`src/tof_i2c_defs.svh`:
```
// constants of the two-wire register access port
`ifndef TOF_I2C_DEFS_SVH
`define TOF_I2C_DEFS_SVH

// target address after power-up or enable
`define TGT_ADDR_DEF 7'h41
// address and pointer widths
`define TGT_ADDR_W   7
`define PTR_W_DEF    8
// pointer value after reset
`define PTR_RST      8'h00
// bit index of the last bit of a byte
`define LAST_BIT     3'h7

`endif

```
`src/tof_i2c_pkg.sv`:
```
// types of the two-wire register access port
package tof_i2c_pkg;

   typedef enum logic [6:0] {
      ST_IDLE = 7'b0000001,
      ST_ADDR = 7'b0000010,
      ST_AACK = 7'b0000100,
      ST_WRX  = 7'b0001000,
      ST_WACK = 7'b0010000,
      ST_TX   = 7'b0100000,
      ST_MACK = 7'b1000000
   } state_e;

endpackage : tof_i2c_pkg

```
`src/tof_i2c_target.sv`:
```
// two-wire bus target giving access to the internal register space
//
// What this block does
// - 7-bit addressed target at standard, fast and fast-plus speeds
// - holds an 8-bit pointer selecting the register being accessed
// - pointer advances by one after each data byte, read or write
// - pointer keeps its value across STOP and bus release
// - read without pointer byte continues from last location plus one
// - device acknowledges on the ninth clock after each received byte, except an address byte for another target
// - host ends read with not-acknowledge; device then stops driving data
// - after power-up the device answers at address 0x41
// - target address may be reprogrammed any time, for later transfers
// - in standby only traffic addressed to the device wakes it
// - enable pin low clears all state including pointer and address
// - interrupt output is open-drain, only pulling low when asserted
`timescale 1ns/1ps
`default_nettype none
`include "tof_i2c_defs.svh"

module tof_i2c_target #(
   parameter int PTR_W = `PTR_W_DEF
) (
   // clock and reset
   input  wire logic                   CLOCK_I,
   input  wire logic                   RST_I,
   input  wire logic                   EN_I,
   // bus pins
   input  wire logic                   SCL_I,
   input  wire logic                   SDA_I,
   output logic                        SDA_O,
   output logic                        SDA_OE_O,
   // interrupt pin
   input  wire logic                   IRQ_I,
   output logic                        INT_O,
   output logic                        INT_OE_O,
   // address programming and wake
   input  wire logic                   ADDR_LOAD_I,
   input  wire logic [`TGT_ADDR_W-1:0] ADDR_NEW_I,
   output logic                        WAKE_O,
   // register space
   output logic [PTR_W-1:0]            REG_RADDR_O,
   output logic                        REG_RD_O,
   input  wire logic [7:0]             REG_RDATA_I,
   output logic                        REG_WR_O,
   output logic [PTR_W-1:0]            REG_WADDR_O,
   output logic [7:0]                  REG_WDATA_O
);

   ////////////////////////////////////////////////////////////////////////
   // state
   tof_i2c_pkg::state_e    st;
   logic                   clr;
   logic                   scl_q;
   logic                   sda_q;
   logic [2:0]             cnt;
   logic [6:0]             sh;
   logic [7:0]             tx;
   logic [PTR_W-1:0]       ptr;
   logic [`TGT_ADDR_W-1:0] dev_addr;
   logic                   rw;
   logic                   first;
   logic                   phase;
   logic                   host_ack;
   logic                   sda_oe;
   logic                   int_oe;
   logic                   wr;
   logic [PTR_W-1:0]       waddr;
   logic [7:0]             wdata;

   ////////////////////////////////////////////////////////////////////////
   // decoding
   wire scl_rise  = !scl_q && SCL_I;
   wire scl_fall  = scl_q && !SCL_I;
   wire start_c   = scl_q && SCL_I && sda_q && !SDA_I;
   wire stop_c    = scl_q && SCL_I && !sda_q && SDA_I;
   wire last_bit  = (cnt == `LAST_BIT);
   wire [7:0] rx_byte = {sh, SDA_I};
   wire in_addr   = (st == tof_i2c_pkg::ST_ADDR);
   wire addr_end  = in_addr && scl_rise && last_bit;
   wire addr_hit  = addr_end && (sh == dev_addr);
   wire addr_miss = addr_end && (sh != dev_addr);
   wire wrx_end   = (st == tof_i2c_pkg::ST_WRX) && scl_rise && last_bit;
   wire ptr_load  = wrx_end && first;
   wire data_wr   = wrx_end && !first;
   wire aack_end  = (st == tof_i2c_pkg::ST_AACK) && phase && scl_fall;
   wire mack_end  = (st == tof_i2c_pkg::ST_MACK) && phase && scl_fall;
   wire ld_tx     = (aack_end && rw) || (mack_end && host_ack);
   wire ptr_inc   = ld_tx || data_wr;
   wire [PTR_W-1:0] ptr_next = ptr + PTR_W'(1);
   wire any_event = start_c || stop_c || scl_rise || scl_fall;

   assign clr         = RST_I || !EN_I;
   assign SDA_O       = 1'b0;
   assign SDA_OE_O    = sda_oe;
   assign INT_O       = 1'b0;
   assign INT_OE_O    = int_oe;
   assign WAKE_O      = addr_hit;
   assign REG_RADDR_O = ptr;
   assign REG_RD_O    = ld_tx;
   assign REG_WR_O    = wr;
   assign REG_WADDR_O = waddr;
   assign REG_WDATA_O = wdata;

   ////////////////////////////////////////////////////////////////////////
   // pin sampling, interrupt and address register
   always_ff @(posedge CLOCK_I) begin
      if (clr) begin
         scl_q    <= 1'b1;
         sda_q    <= 1'b1;
         int_oe   <= 1'b0;
         dev_addr <= `TGT_ADDR_DEF;
      end else begin
         scl_q  <= SCL_I;
         sda_q  <= SDA_I;
         int_oe <= IRQ_I;
         if (ADDR_LOAD_I) begin
            dev_addr <= ADDR_NEW_I;
         end
      end
   end

   ////////////////////////////////////////////////////////////////////////
   // register pointer and write strobe
   always_ff @(posedge CLOCK_I) begin
      if (clr) begin
         ptr   <= `PTR_RST;
         wr    <= 1'b0;
         waddr <= `PTR_RST;
         wdata <= 8'h00;
      end else begin
         wr <= data_wr;
         if (ptr_load) begin
            ptr <= rx_byte[PTR_W-1:0];
         end else if (ptr_inc) begin
            ptr <= ptr_next;
         end
         if (data_wr) begin
            waddr <= ptr;
            wdata <= rx_byte;
         end
      end
   end

   ////////////////////////////////////////////////////////////////////////
   // bus sequencer
   always_ff @(posedge CLOCK_I) begin
      if (clr) begin
         st       <= tof_i2c_pkg::ST_IDLE;
         cnt      <= 3'h0;
         sh       <= 7'h00;
         tx       <= 8'h00;
         rw       <= 1'b0;
         first    <= 1'b0;
         phase    <= 1'b0;
         host_ack <= 1'b0;
         sda_oe   <= 1'b0;
      end else if (start_c) begin
         st     <= tof_i2c_pkg::ST_ADDR;
         cnt    <= 3'h0;
         first  <= 1'b1;
         sda_oe <= 1'b0;
      end else if (stop_c) begin
         st     <= tof_i2c_pkg::ST_IDLE;
         sda_oe <= 1'b0;
      end else if (any_event) begin
         unique case (st)
            tof_i2c_pkg::ST_IDLE: begin
               sda_oe <= 1'b0;
            end
            tof_i2c_pkg::ST_ADDR,
            tof_i2c_pkg::ST_WRX: begin
               if (scl_rise) begin
                  sh  <= rx_byte[6:0];
                  cnt <= cnt + 3'h1;
               end
               if (addr_miss) begin
                  st <= tof_i2c_pkg::ST_IDLE;
               end else if (addr_hit) begin
                  st    <= tof_i2c_pkg::ST_AACK;
                  rw    <= SDA_I;
                  phase <= 1'b0;
               end else if (wrx_end) begin
                  st    <= tof_i2c_pkg::ST_WACK;
                  first <= 1'b0;
                  phase <= 1'b0;
               end
            end
            tof_i2c_pkg::ST_AACK,
            tof_i2c_pkg::ST_WACK: begin
               if (scl_fall && !phase) begin
                  sda_oe <= 1'b1;
                  phase  <= 1'b1;
               end else if (ld_tx) begin
                  sda_oe <= !REG_RDATA_I[7];
                  tx     <= {REG_RDATA_I[6:0], 1'b0};
                  cnt    <= 3'h0;
                  st     <= tof_i2c_pkg::ST_TX;
               end else if (scl_fall) begin
                  sda_oe <= 1'b0;
                  cnt    <= 3'h0;
                  st     <= tof_i2c_pkg::ST_WRX;
               end
            end
            tof_i2c_pkg::ST_TX: begin
               if (scl_rise) begin
                  cnt <= cnt + 3'h1;
                  if (last_bit) begin
                     st    <= tof_i2c_pkg::ST_MACK;
                     phase <= 1'b0;
                  end
               end else if (scl_fall) begin
                  sda_oe <= !tx[7];
                  tx     <= {tx[6:0], 1'b0};
               end
            end
            tof_i2c_pkg::ST_MACK: begin
               if (scl_fall && !phase) begin
                  sda_oe <= 1'b0;
                  phase  <= 1'b1;
               end else if (scl_rise) begin
                  host_ack <= !SDA_I;
               end else if (ld_tx) begin
                  sda_oe <= !REG_RDATA_I[7];
                  tx     <= {REG_RDATA_I[6:0], 1'b0};
                  cnt    <= 3'h0;
                  st     <= tof_i2c_pkg::ST_TX;
               end else if (scl_fall) begin
                  sda_oe <= 1'b0;
                  st     <= tof_i2c_pkg::ST_IDLE;
               end
            end
         endcase
      end
   end
endmodule : tof_i2c_target

`default_nettype wire

```
`config.mk`:
```
export PLATFORM = sky130hd
export DESIGN_NAME = tof_i2c_target
export DESIGN_NICKNAME = d
export VERILOG_FILES = /design/src/tof_i2c_pkg.sv /design/src/tof_i2c_target.sv
export VERILOG_INCLUDE_DIRS = /design/src /design/src/src
export SDC_FILE = /design/constraint.sdc
export NUM_CORES = 1
export LEC_CHECK = 0
export BUFFER_PORTS_ARGS = -buffer_cell sky130_fd_sc_hd__buf_4
export CORE_MARGIN = 2
export CORE_UTILIZATION = 30
export DETAILED_ROUTE_END_ITERATION = 7
export PLACE_DENSITY = 0.58
export RECOVER_POWER = 100
export SYNTH_ARGS = -nofsm -noshare
export SYNTH_HDL_FRONTEND = slang
export SYNTH_SLANG_ARGS = --single-unit
```
`constraint.sdc`:
```
create_clock -name CLOCK_I -period 5.2 [get_ports CLOCK_I]
set_input_delay 1.04 -clock CLOCK_I [delete_from_list [all_inputs] [get_ports CLOCK_I]]
set_output_delay 1.04 -clock CLOCK_I [all_outputs]
set_load 0.01 [all_outputs]
```
### Word-level counts from Yosys, hierarchy flattened

Cells that the tools add are included.
Widths: inputs -> output; s select.

| storage, ports and cells | value |
|---|---|
| register bits | 65 |
| input bits | 22 |
| output and inout bits | 31 |
| logic and storage cells | 179 |

| operators by class | value |
|---|---|
| add/sub/neg operators | 2 |
| equal/unequal tests | 37 |
| muxes and demuxes | 54 |
| bitwise operators | 4 |
| reduce and logical (&&, ||, !) cells | 64 |

Operators with widths:

| kind | count |
|---|---|
| $mux 7 | 12 |
| $mux 8 | 8 |
| $pmux 7 s4 | 1 |
| $reduce_and 9->1 | 3 |
| $ne 4x4->1 const B | 6 |
| $pmux 8 s3 | 1 |
| $logic_and 1x1->1 | 22 |
| $ne 2x2->1 const B | 11 |
| $mux 3 | 7 |
| $reduce_and 10->1 | 2 |
| $mux 1 | 19 |
| $reduce_and 6->1 | 3 |
| $reduce_bool 3->1 | 4 |
| $ne 5x5->1 const B | 2 |
| $reduce_and 5->1 | 2 |
| $logic_not 1->1 | 9 |
| $ne 3x3->1 const B | 3 |
| $pmux 3 s3 | 1 |
| $reduce_or 3->1 | 3 |
| $add 8x1->8 const B | 1 |
| $reduce_bool 2->1 | 4 |
| $reduce_bool 4->1 | 2 |
| $eq 7x1->1 const B | 1 |
| $eq 7x2->1 const B | 1 |
| 19 further kinds | 33 |

### Logic depth before layout (Yosys ltp)

Gate-level depths: netlist (run 1).

| depth | value |
|---|---|
| depth after elaboration | 12 |
| mapped depth | 9 |
| depth with buffers taken out | 7 |

### Worst setup path after synthesis (run 1)

Ideal clock, no wire load.

| path | value |
|---|---|
| kind | input to output |
| start | in SCL_I |
| end | out WAKE_O |
| arrival time | 1.765 ns |
| data required time | 4.160 ns |
| setup slack | 2.395 ns |
| stages on the path | 3 |
| buffers on the path | 0 |
| cells stage by stage | and4bb_2 > nand3_1 > nor3_2 |

| between the ends | value |
|---|---|
| longest elaborated chain between the ends | 4 |

RTL lines:

| what | line | text |
|---|---|---|
| from (decl) | tof_i2c_target.sv:28 | `input wire logic SCL_I,` |
| $logic_and 1x1->1 | tof_i2c_target.sv:72 | `wire scl_rise = !scl_q && SCL_I;` |
| $logic_and 1x1->1 (2 in series) | tof_i2c_target.sv:79 | `wire addr_end = in_addr && scl_rise && last_bit;` |
| $logic_and 1x1->1 | tof_i2c_target.sv:80 | `wire addr_hit = addr_end && (sh == dev_addr);` |
| to (decl) | tof_i2c_target.sv:39 | `output logic WAKE_O,` |

Every way passes these cells.

### Worst setup path after layout (run 1)

| path | value |
|---|---|
| start | in SCL_I |
| end | out REG_RD_O |

| between the ends | value |
|---|---|
| longest elaborated chain between the ends | 5 |

RTL lines:

| what | line | text |
|---|---|---|
| $logic_not 1->1 (*) | tof_i2c_target.sv:73 | `wire scl_fall = scl_q && !SCL_I;` |
| $logic_and 1x1->1 (*) | tof_i2c_target.sv:73 |  |
| $logic_and 1x1->1, on equally long branches | tof_i2c_target.sv:85, tof_i2c_target.sv:86 |  |
| $logic_and 1x1->1 | tof_i2c_target.sv:87 | `wire ld_tx = (aack_end && rw) \|\| (mack_end && host_ack);` |
| $logic_or 1x1->1 (*) | tof_i2c_target.sv:87 |  |
| to (decl) | tof_i2c_target.sv:42 | `output logic REG_RD_O,` |

Every way passes the cells marked *; elsewhere a longest branch is shown, timed or not.

==> results of run 1 <==
metrics by stage:
| step | instance area, um^2 | setup WS, ps | std cells |
|---|---|---|---|
| after CTS | 3840 | 1750 | 530 |
| after floorplan | 3190 | 2400 | 348 |
| final | 3670 | 1640 | 530 |
| after detailed placement | 3630 | 1750 | 514 |
| after global placement | 3630 | 1800 | 514 |
| after global routing | 3670 | 1450 | 530 |
routing by layer:
metal | global-route usage, % | vias up | part of all wire [%]
met3 | 2.86 | 14 | 4.2
met2 | 22.7 | 58 | 49
met1 | 17.2 | 1237 | 45
met5 | 0 | - | 0
met4 | 6.03 | 0 | 1.8
li1 | - | 1318 | -
final cells by class:
type | instances | area, um^2 | area share (%)
clock buffers | 11 | 151 | 4.13
well taps | 136 | 170 | 4.64
clock inverters | 5 | 63.8 | 1.74
repair buffers | 52 | 270 | 7.37
multi-input cells | 256 | 1710 | 46.6
flip-flops and latches | 64 | 1280 | 34.9
inverters | 6 | 22.5 | 0.614
Yosys cell counts, drive strengths merged, types with 2 or more instances:
master and count:
ha 3, clkbuf 9, mux2i 43, a211oi 6, nand3 13, inv 6
o21a 2, o21ai 14, nand4 6, or2 2, o221ai 2, a31oi 3
nor2 59, o211ai 2, nor3b 3, or3 2, nor3 5, dfxtp 64
xnor2 10, buf 13, o31ai 2, nand2b 4, nand2 18, xor2 7
a21oi 17, a2bb2oi 2, o2111ai 2, and3 2, o22ai 2, and2 2
nor2b 3, and3b 2
cells by family after synthesis:
logic type | after synthesis | synth area share, %
fa+ha+maj | 3 | 1.18
other cells | 1 | 0.118
flops | 64 | 40.2
buf+inv | 28 | 4.55
simple gates | 129 | 21.6
mux | 43 | 13.5
xor+xnor | 17 | 4.67
compound gates | 62 | 14.1
sequential cells by signal, indices dropped and copies added (netlist names):
signal       count
phase            1
tx               7
cnt              3
REG_WR_O         1
INT_OE_O         1
first            1
st               7
sda_q            1
REG_WADDR_O      8
REG_WDATA_O      8
REG_RADDR_O      8
dev_addr         7
SDA_OE_O         1
host_ack         1
rw               1
scl_q            1
sh               7
worst max-delay path, delay by kind of cell:
kind | cells | cell delay [ps]
and+or+nand+nor | 1 | 560
buffers and inverters | 3 | 540
AOI/OAI and AO/OA | 1 | 380
worst min-delay path by stage:
stage	to	slack [ps]	cells past startpoint
2_1_floorplan	tx[1]	430	2
3_3_place_gp	tx[1]	430	2
3_5_place_dp	tx[1]	450	2
4_1_cts	tx[1]	460	2
5_1_grt	tx[1]	480	2
6_report	tx[1]	450	2
power groups by stage:
stage	registers (W)	logic, W	clock network [W]
5_1_grt	0.000498	0.0000509	0.000494
3_5_place_dp	0.000509	0.0000485	0
3_3_place_gp	0.000509	0.0000480	0
6_report	0.000497	0.0000464	0.000461
2_1_floorplan	0.000507	0.0000304	0
4_1_cts	0.000497	0.0000485	0.000475
==> out/results.ini, run 1 <==
[power]
cellLeakagePower_nw=1.33
seq_power_share_pct=49.5
p_switching_w=0.000240
intPower_w=0.000764
pwr-share-clk_pct=45.9
post-layout-total-power_w=0.00100
p_per_area_nw_per_um2=274
power_frac_comb_pct=4.6
peakVddDrop_uv=116
p_sw_share_pct=23.9

[logic_synthesis]
syn_area_per_cell_um2=9.18
synthTopCellsByArea=dfxtp_1 40%, mux2i_1 14%, nor2_1 6.6%
ys_ff_latch=64
syn_inst=347
ys_seq_area_share_pct=40.2
yosysWarningCount=0
synth_cell_types=65
synth_area_um2=3190
ys_async_sr_fraction_pct=0
synth_top_flop_cell=dfxtp_1
synth_top_area_cell=dfxtp_1
synth_edf_count=0
netlist.area_leader.share_pct=40.2

[cts]
clk_latency_ps=350
cts_root_buf=clkbuf_8
cts_setup_buffers=0
ctsResizeCount=0
htreeDepth=3
clk_path_buf_depth=2
clock_sinks=64
clk_pin_slew_ps=80
cts_made_buffers=9
cts_hold_repair.buffers=0
cts_tree=built

[critical_path]
cp-end-kind=output pin
worstPathArrival_ps=2520
critPathLaunch=SCL_I
critPathSlowestCell=nor2b_1
endpoint=REG_RD_O
r2r-end=REG_WADDR_O[3]
critPathRequiredTime_ps=4160
rr_worst_depth=5
r2r_slack_ps=2120
critPathKind=in2out
worst_path_most_repeated_cell=clkbuf_1
r2r-start=st[6]
path_cells=clkbuf_1, nor2b_1, o2111ai_1, clkinv_1, clkbuf_1
crit_path_max_fanout=10
start_kind=input port
max_stage_delay_ps=560

[global_routing]
antenna_found_initial=0
grt_pass1_vias=2538
grt_max_degree=26
grt_pass1_wl_mm=12.4
grt_util_all_layers_pct=13.8
grt-ovfl-total=0

[sta]
finClkSkew_ps=10.5
fmax_mhz=281
finalCritPeriodShare_pct=68.4
period_needed_ps=3560
hold_viol_final=0
setup_violations=0
worst_pin_slew_ps=1760
hold_ws_ps=452
grt_setup_unrepaired=false
relSlewSlack_pct=-18.1
fin_setup_tns_ps=0
drv_slew=31

[floorplan]
fp.dieH_um=107
fp.coreArea_um2=10300
die_w_um=107
start_util_pct=30.9
dieArea_um2=11500
num_rows=37
num_io_pins=53

[outcome]
violations=max-capacitance violations, max-slew violations
status=complete, but fails checks

[detailed_routing]
ant_nets=0
viasPerCell=4.96
first_pass_iters=4
drtIter0Drc=91
num_vias=2627
postRouteWirelength_mm=7.58
avgRoutedWirePerCell_um=14.3
drc_errors=0

[cells_and_area]
diodes=0
fin_nets=414
final_common_cell=dfxtp_1
syn_to_final_growth_pct=15.1
num-fill-cells=1092
layout_common_cells=64 x dfxtp_1, 57 x nor2_1, 43 x mux2i_1
drive_gt1_share_pct=11.9
post-route-util_pct=35.5

[place]
place_hpwl_mm=5.52
numPortBuffers=50
globalplace.congestion=0.875

[min_path]
hold_path.class=reg2reg
hp-start=tx[1]

[flow_run]
drv_cap=1

Note: power is estimated with default switching activity, not from simulation.
==> run 2, diff against run 1 <==
- PLACE_DENSITY: 0.58 -> 0.6
- clock period: 5.2 -> 3.22 ns (I/O delays scaled with it)
==> run 2 against run 1 <==
Largest cell class unchanged. Critical path type is now reg2out. Worst setup slack got worse by 1100 ps. Clock skew is 4.7 ps lower. Global-route usage rose by 0.79 points. Critical endpoint is now WAKE_O. Largest power group unchanged. Highest routed layer unchanged. The flow now finishes without violations.
==> out/results.ini, run 2 (synthesis gave the netlist of run 1 again) <==
[power]
peakVddDrop_uv=239  ; was 116 uV
p_switching_w=0.000367  ; was 0.000240 W
pwr-share-clk_pct=44.1  ; was 45.9%
cellLeakagePower_nw=1.34  ; was 1.33 nW
power_frac_comb_pct=4.9  ; was 4.6%
seq_power_share_pct=51.0  ; was 49.5%
p_per_area_nw_per_um2=429  ; was 274 nW/um^2
intPower_w=0.00121  ; was 0.000764 W
p_sw_share_pct=23.3  ; was 23.9%

[cts]
cts_root_buf=clkbuf_8  ; unchanged
cts_tree=built  ; unchanged
cts_setup_buffers=0  ; unchanged
clock_sinks=64  ; unchanged
cts_hold_repair.buffers=0  ; unchanged
cts_made_buffers=9  ; unchanged
clk_pin_slew_ps=70  ; was 80 ps
clk_path_buf_depth=2  ; unchanged
htreeDepth=3  ; unchanged
ctsResizeCount=0  ; unchanged
clk_latency_ps=340  ; was 350 ps

[floorplan]
num_rows=37  ; unchanged
fp.dieH_um=107  ; unchanged
fp.coreArea_um2=10300  ; unchanged
die_w_um=107  ; unchanged
start_util_pct=30.9  ; unchanged
num_io_pins=53  ; unchanged
dieArea_um2=11500  ; unchanged

[cells_and_area]
syn_to_final_growth_pct=15.3  ; was 15.1%
final_common_cell=dfxtp_1  ; unchanged
layout_common_cells=64 x dfxtp_1, 56 x nor2_1, 43 x mux2i_1  ; was 64 x dfxtp_1, 57 x nor2_1, 43 x mux2i_1
multiInputGateArea_um2=1710  ; about the same
fin_nets=416  ; was 414
diodes=0  ; unchanged
final_cell_area_um2=3670  ; about the same
regArea_um2=1280  ; unchanged
drive_gt1_share_pct=12.9  ; was 11.9%
num-fill-cells=1102  ; was 1,092

[place]
dpl_worst_slack_ps=769  ; was 1750 ps
place_hpwl_mm=5.72  ; was 5.52 mm
numPortBuffers=50  ; unchanged
globalplace.congestion=0.856  ; was 0.875
placed_area_um2=3640  ; was 3630 um^2

[global_routing]
grt_util_all_layers_pct=14.5  ; was 13.8%
grt_pass1_wl_mm=13.2  ; was 12.4 mm
grt_max_degree=26  ; unchanged
antenna_found_initial=0  ; unchanged
grt_pass1_vias=2680  ; was 2,538
grt-ovfl-total=0  ; unchanged

[critical_path]
critPathKind=reg2out  ; was in2out
max_stage_delay_ps=470  ; was 560 ps
start_kind=flip-flop  ; was input port
cpLargestDelayFamily=simple AND/OR/NAND/NOR gates  ; unchanged
worstPathArrival_ps=2070  ; was 2520 ps
critPathRequiredTime_ps=2580  ; was 4160 ps
critPathSlowestCell=nor3_4  ; was nor2b_1
cp_num_buf_inv=1  ; was 3
cp-end-kind=output pin  ; unchanged
crit_path_max_fanout=13  ; was 10
path_cells=nor3_4, nand3_1, nor3_1, clkbuf_1  ; was clkbuf_1, nor2b_1, o2111ai_1, clkinv_1, clkbuf_1

[sta]
finClkSkew_ps=5.80  ; was 10.5 ps
worst_pin_slew_ps=1080  ; was 1760 ps
finalCritPeriodShare_pct=84.4
setup_ws_ps=503  ; was 1640 ps
fmax_mhz=368
period_needed_ps=2720
drv_slew=0  ; was 31
relSlewSlack_pct=27.7  ; was -18.1%
setup_violations=0  ; unchanged
grt_setup_unrepaired=false  ; unchanged
fin_setup_tns_ps=0  ; unchanged
hold_viol_final=0  ; unchanged

[flow_run]
drv_cap=0  ; was 1

[detailed_routing]
postRouteWirelength_mm=7.80  ; was 7.58 mm
drtIter0Drc=114  ; was 91
first_pass_iters=4  ; unchanged
avgRoutedWirePerCell_um=14.7  ; was 14.3 um
ant_nets=0  ; unchanged
viasPerCell=5.05  ; was 4.96
num_vias=2684  ; was 2,627
drc_errors=0  ; unchanged

[outcome]
status=complete, no violations  ; was complete, but fails checks

[min_path]
hold_path.class=reg2reg  ; unchanged

[run 2: changes by cell type in the layout (fill, tap and decap cells not counted), moves of 2 or more]
cell | before | now
clkinv_2 | 0 | 2
buf_4 | 19 | 22
o21ai_1 | 2 | 0
o21ai_0 | 11 | 14
[run 2: metal layers]
layer	global-route usage [%]	vias to the layer above	share of wire, %
met5	0	-	0
met2	25.0	57	50
met4	5.66	0	2.1
met1	17.5	1293	44
met3	3.34	14	3.7
li1	-	1320	-
[run 2: cell type report]
cell class	instances	area share [%]
sequential	64	34.9
timing repair buffer	54	7.87
inverter	6	0.613
tap	136	4.63
clock buffer	11	3.85
clock inverter	5	1.53
multi-input combinational	256	46.6
[run 2: power by group through the flow]
stage	Combinational [W]	Sequential [W]	Clock (W)
after CTS	0.0000813	0.000803	0.000714
after global placement	0.0000802	0.000822	0
after detailed placement	0.0000810	0.000822	0
after floorplan	0.0000491	0.000818	0
final	0.0000779	0.000804	0.000695
after global routing	0.0000867	0.000804	0.000753
[run 2: path summary, 6_finish.rpt]
| kind | slack [ps] | cells after the start | endpoint | from |
|---|---|---|---|---|
| worst max-delay path | 500 | 4 | WAKE_O | st[6] |
| worst min-delay path | 460 | 2 | cnt[2] | cnt[2] |
| worst max register to register | 580 | 5 | REG_WADDR_O[3] | st[6] |
| worst min register to register | 460 | 2 | cnt[2] | cnt[2] |
[run 2: worst min-delay path: stages (launching register included)]
cell and delay, ps:
dfxtp_1 310, nand2_1 50, mux2i_1 50
[run 2: through the flow]
stage / util, % / std cells / power [W] / hold slack [ps]
after CTS: 37.2 / 532 / 0.00160 / 470
after floorplan: - / 348 / 0.000867 / 428
after global routing: 35.6 / 532 / 0.00164 / 496
after global placement: 35.3 / 516 / 0.000902 / 436
final: 35.6 / 532 / 0.00158 / 463
after detailed placement: 35.3 / 516 / 0.000903 / 460
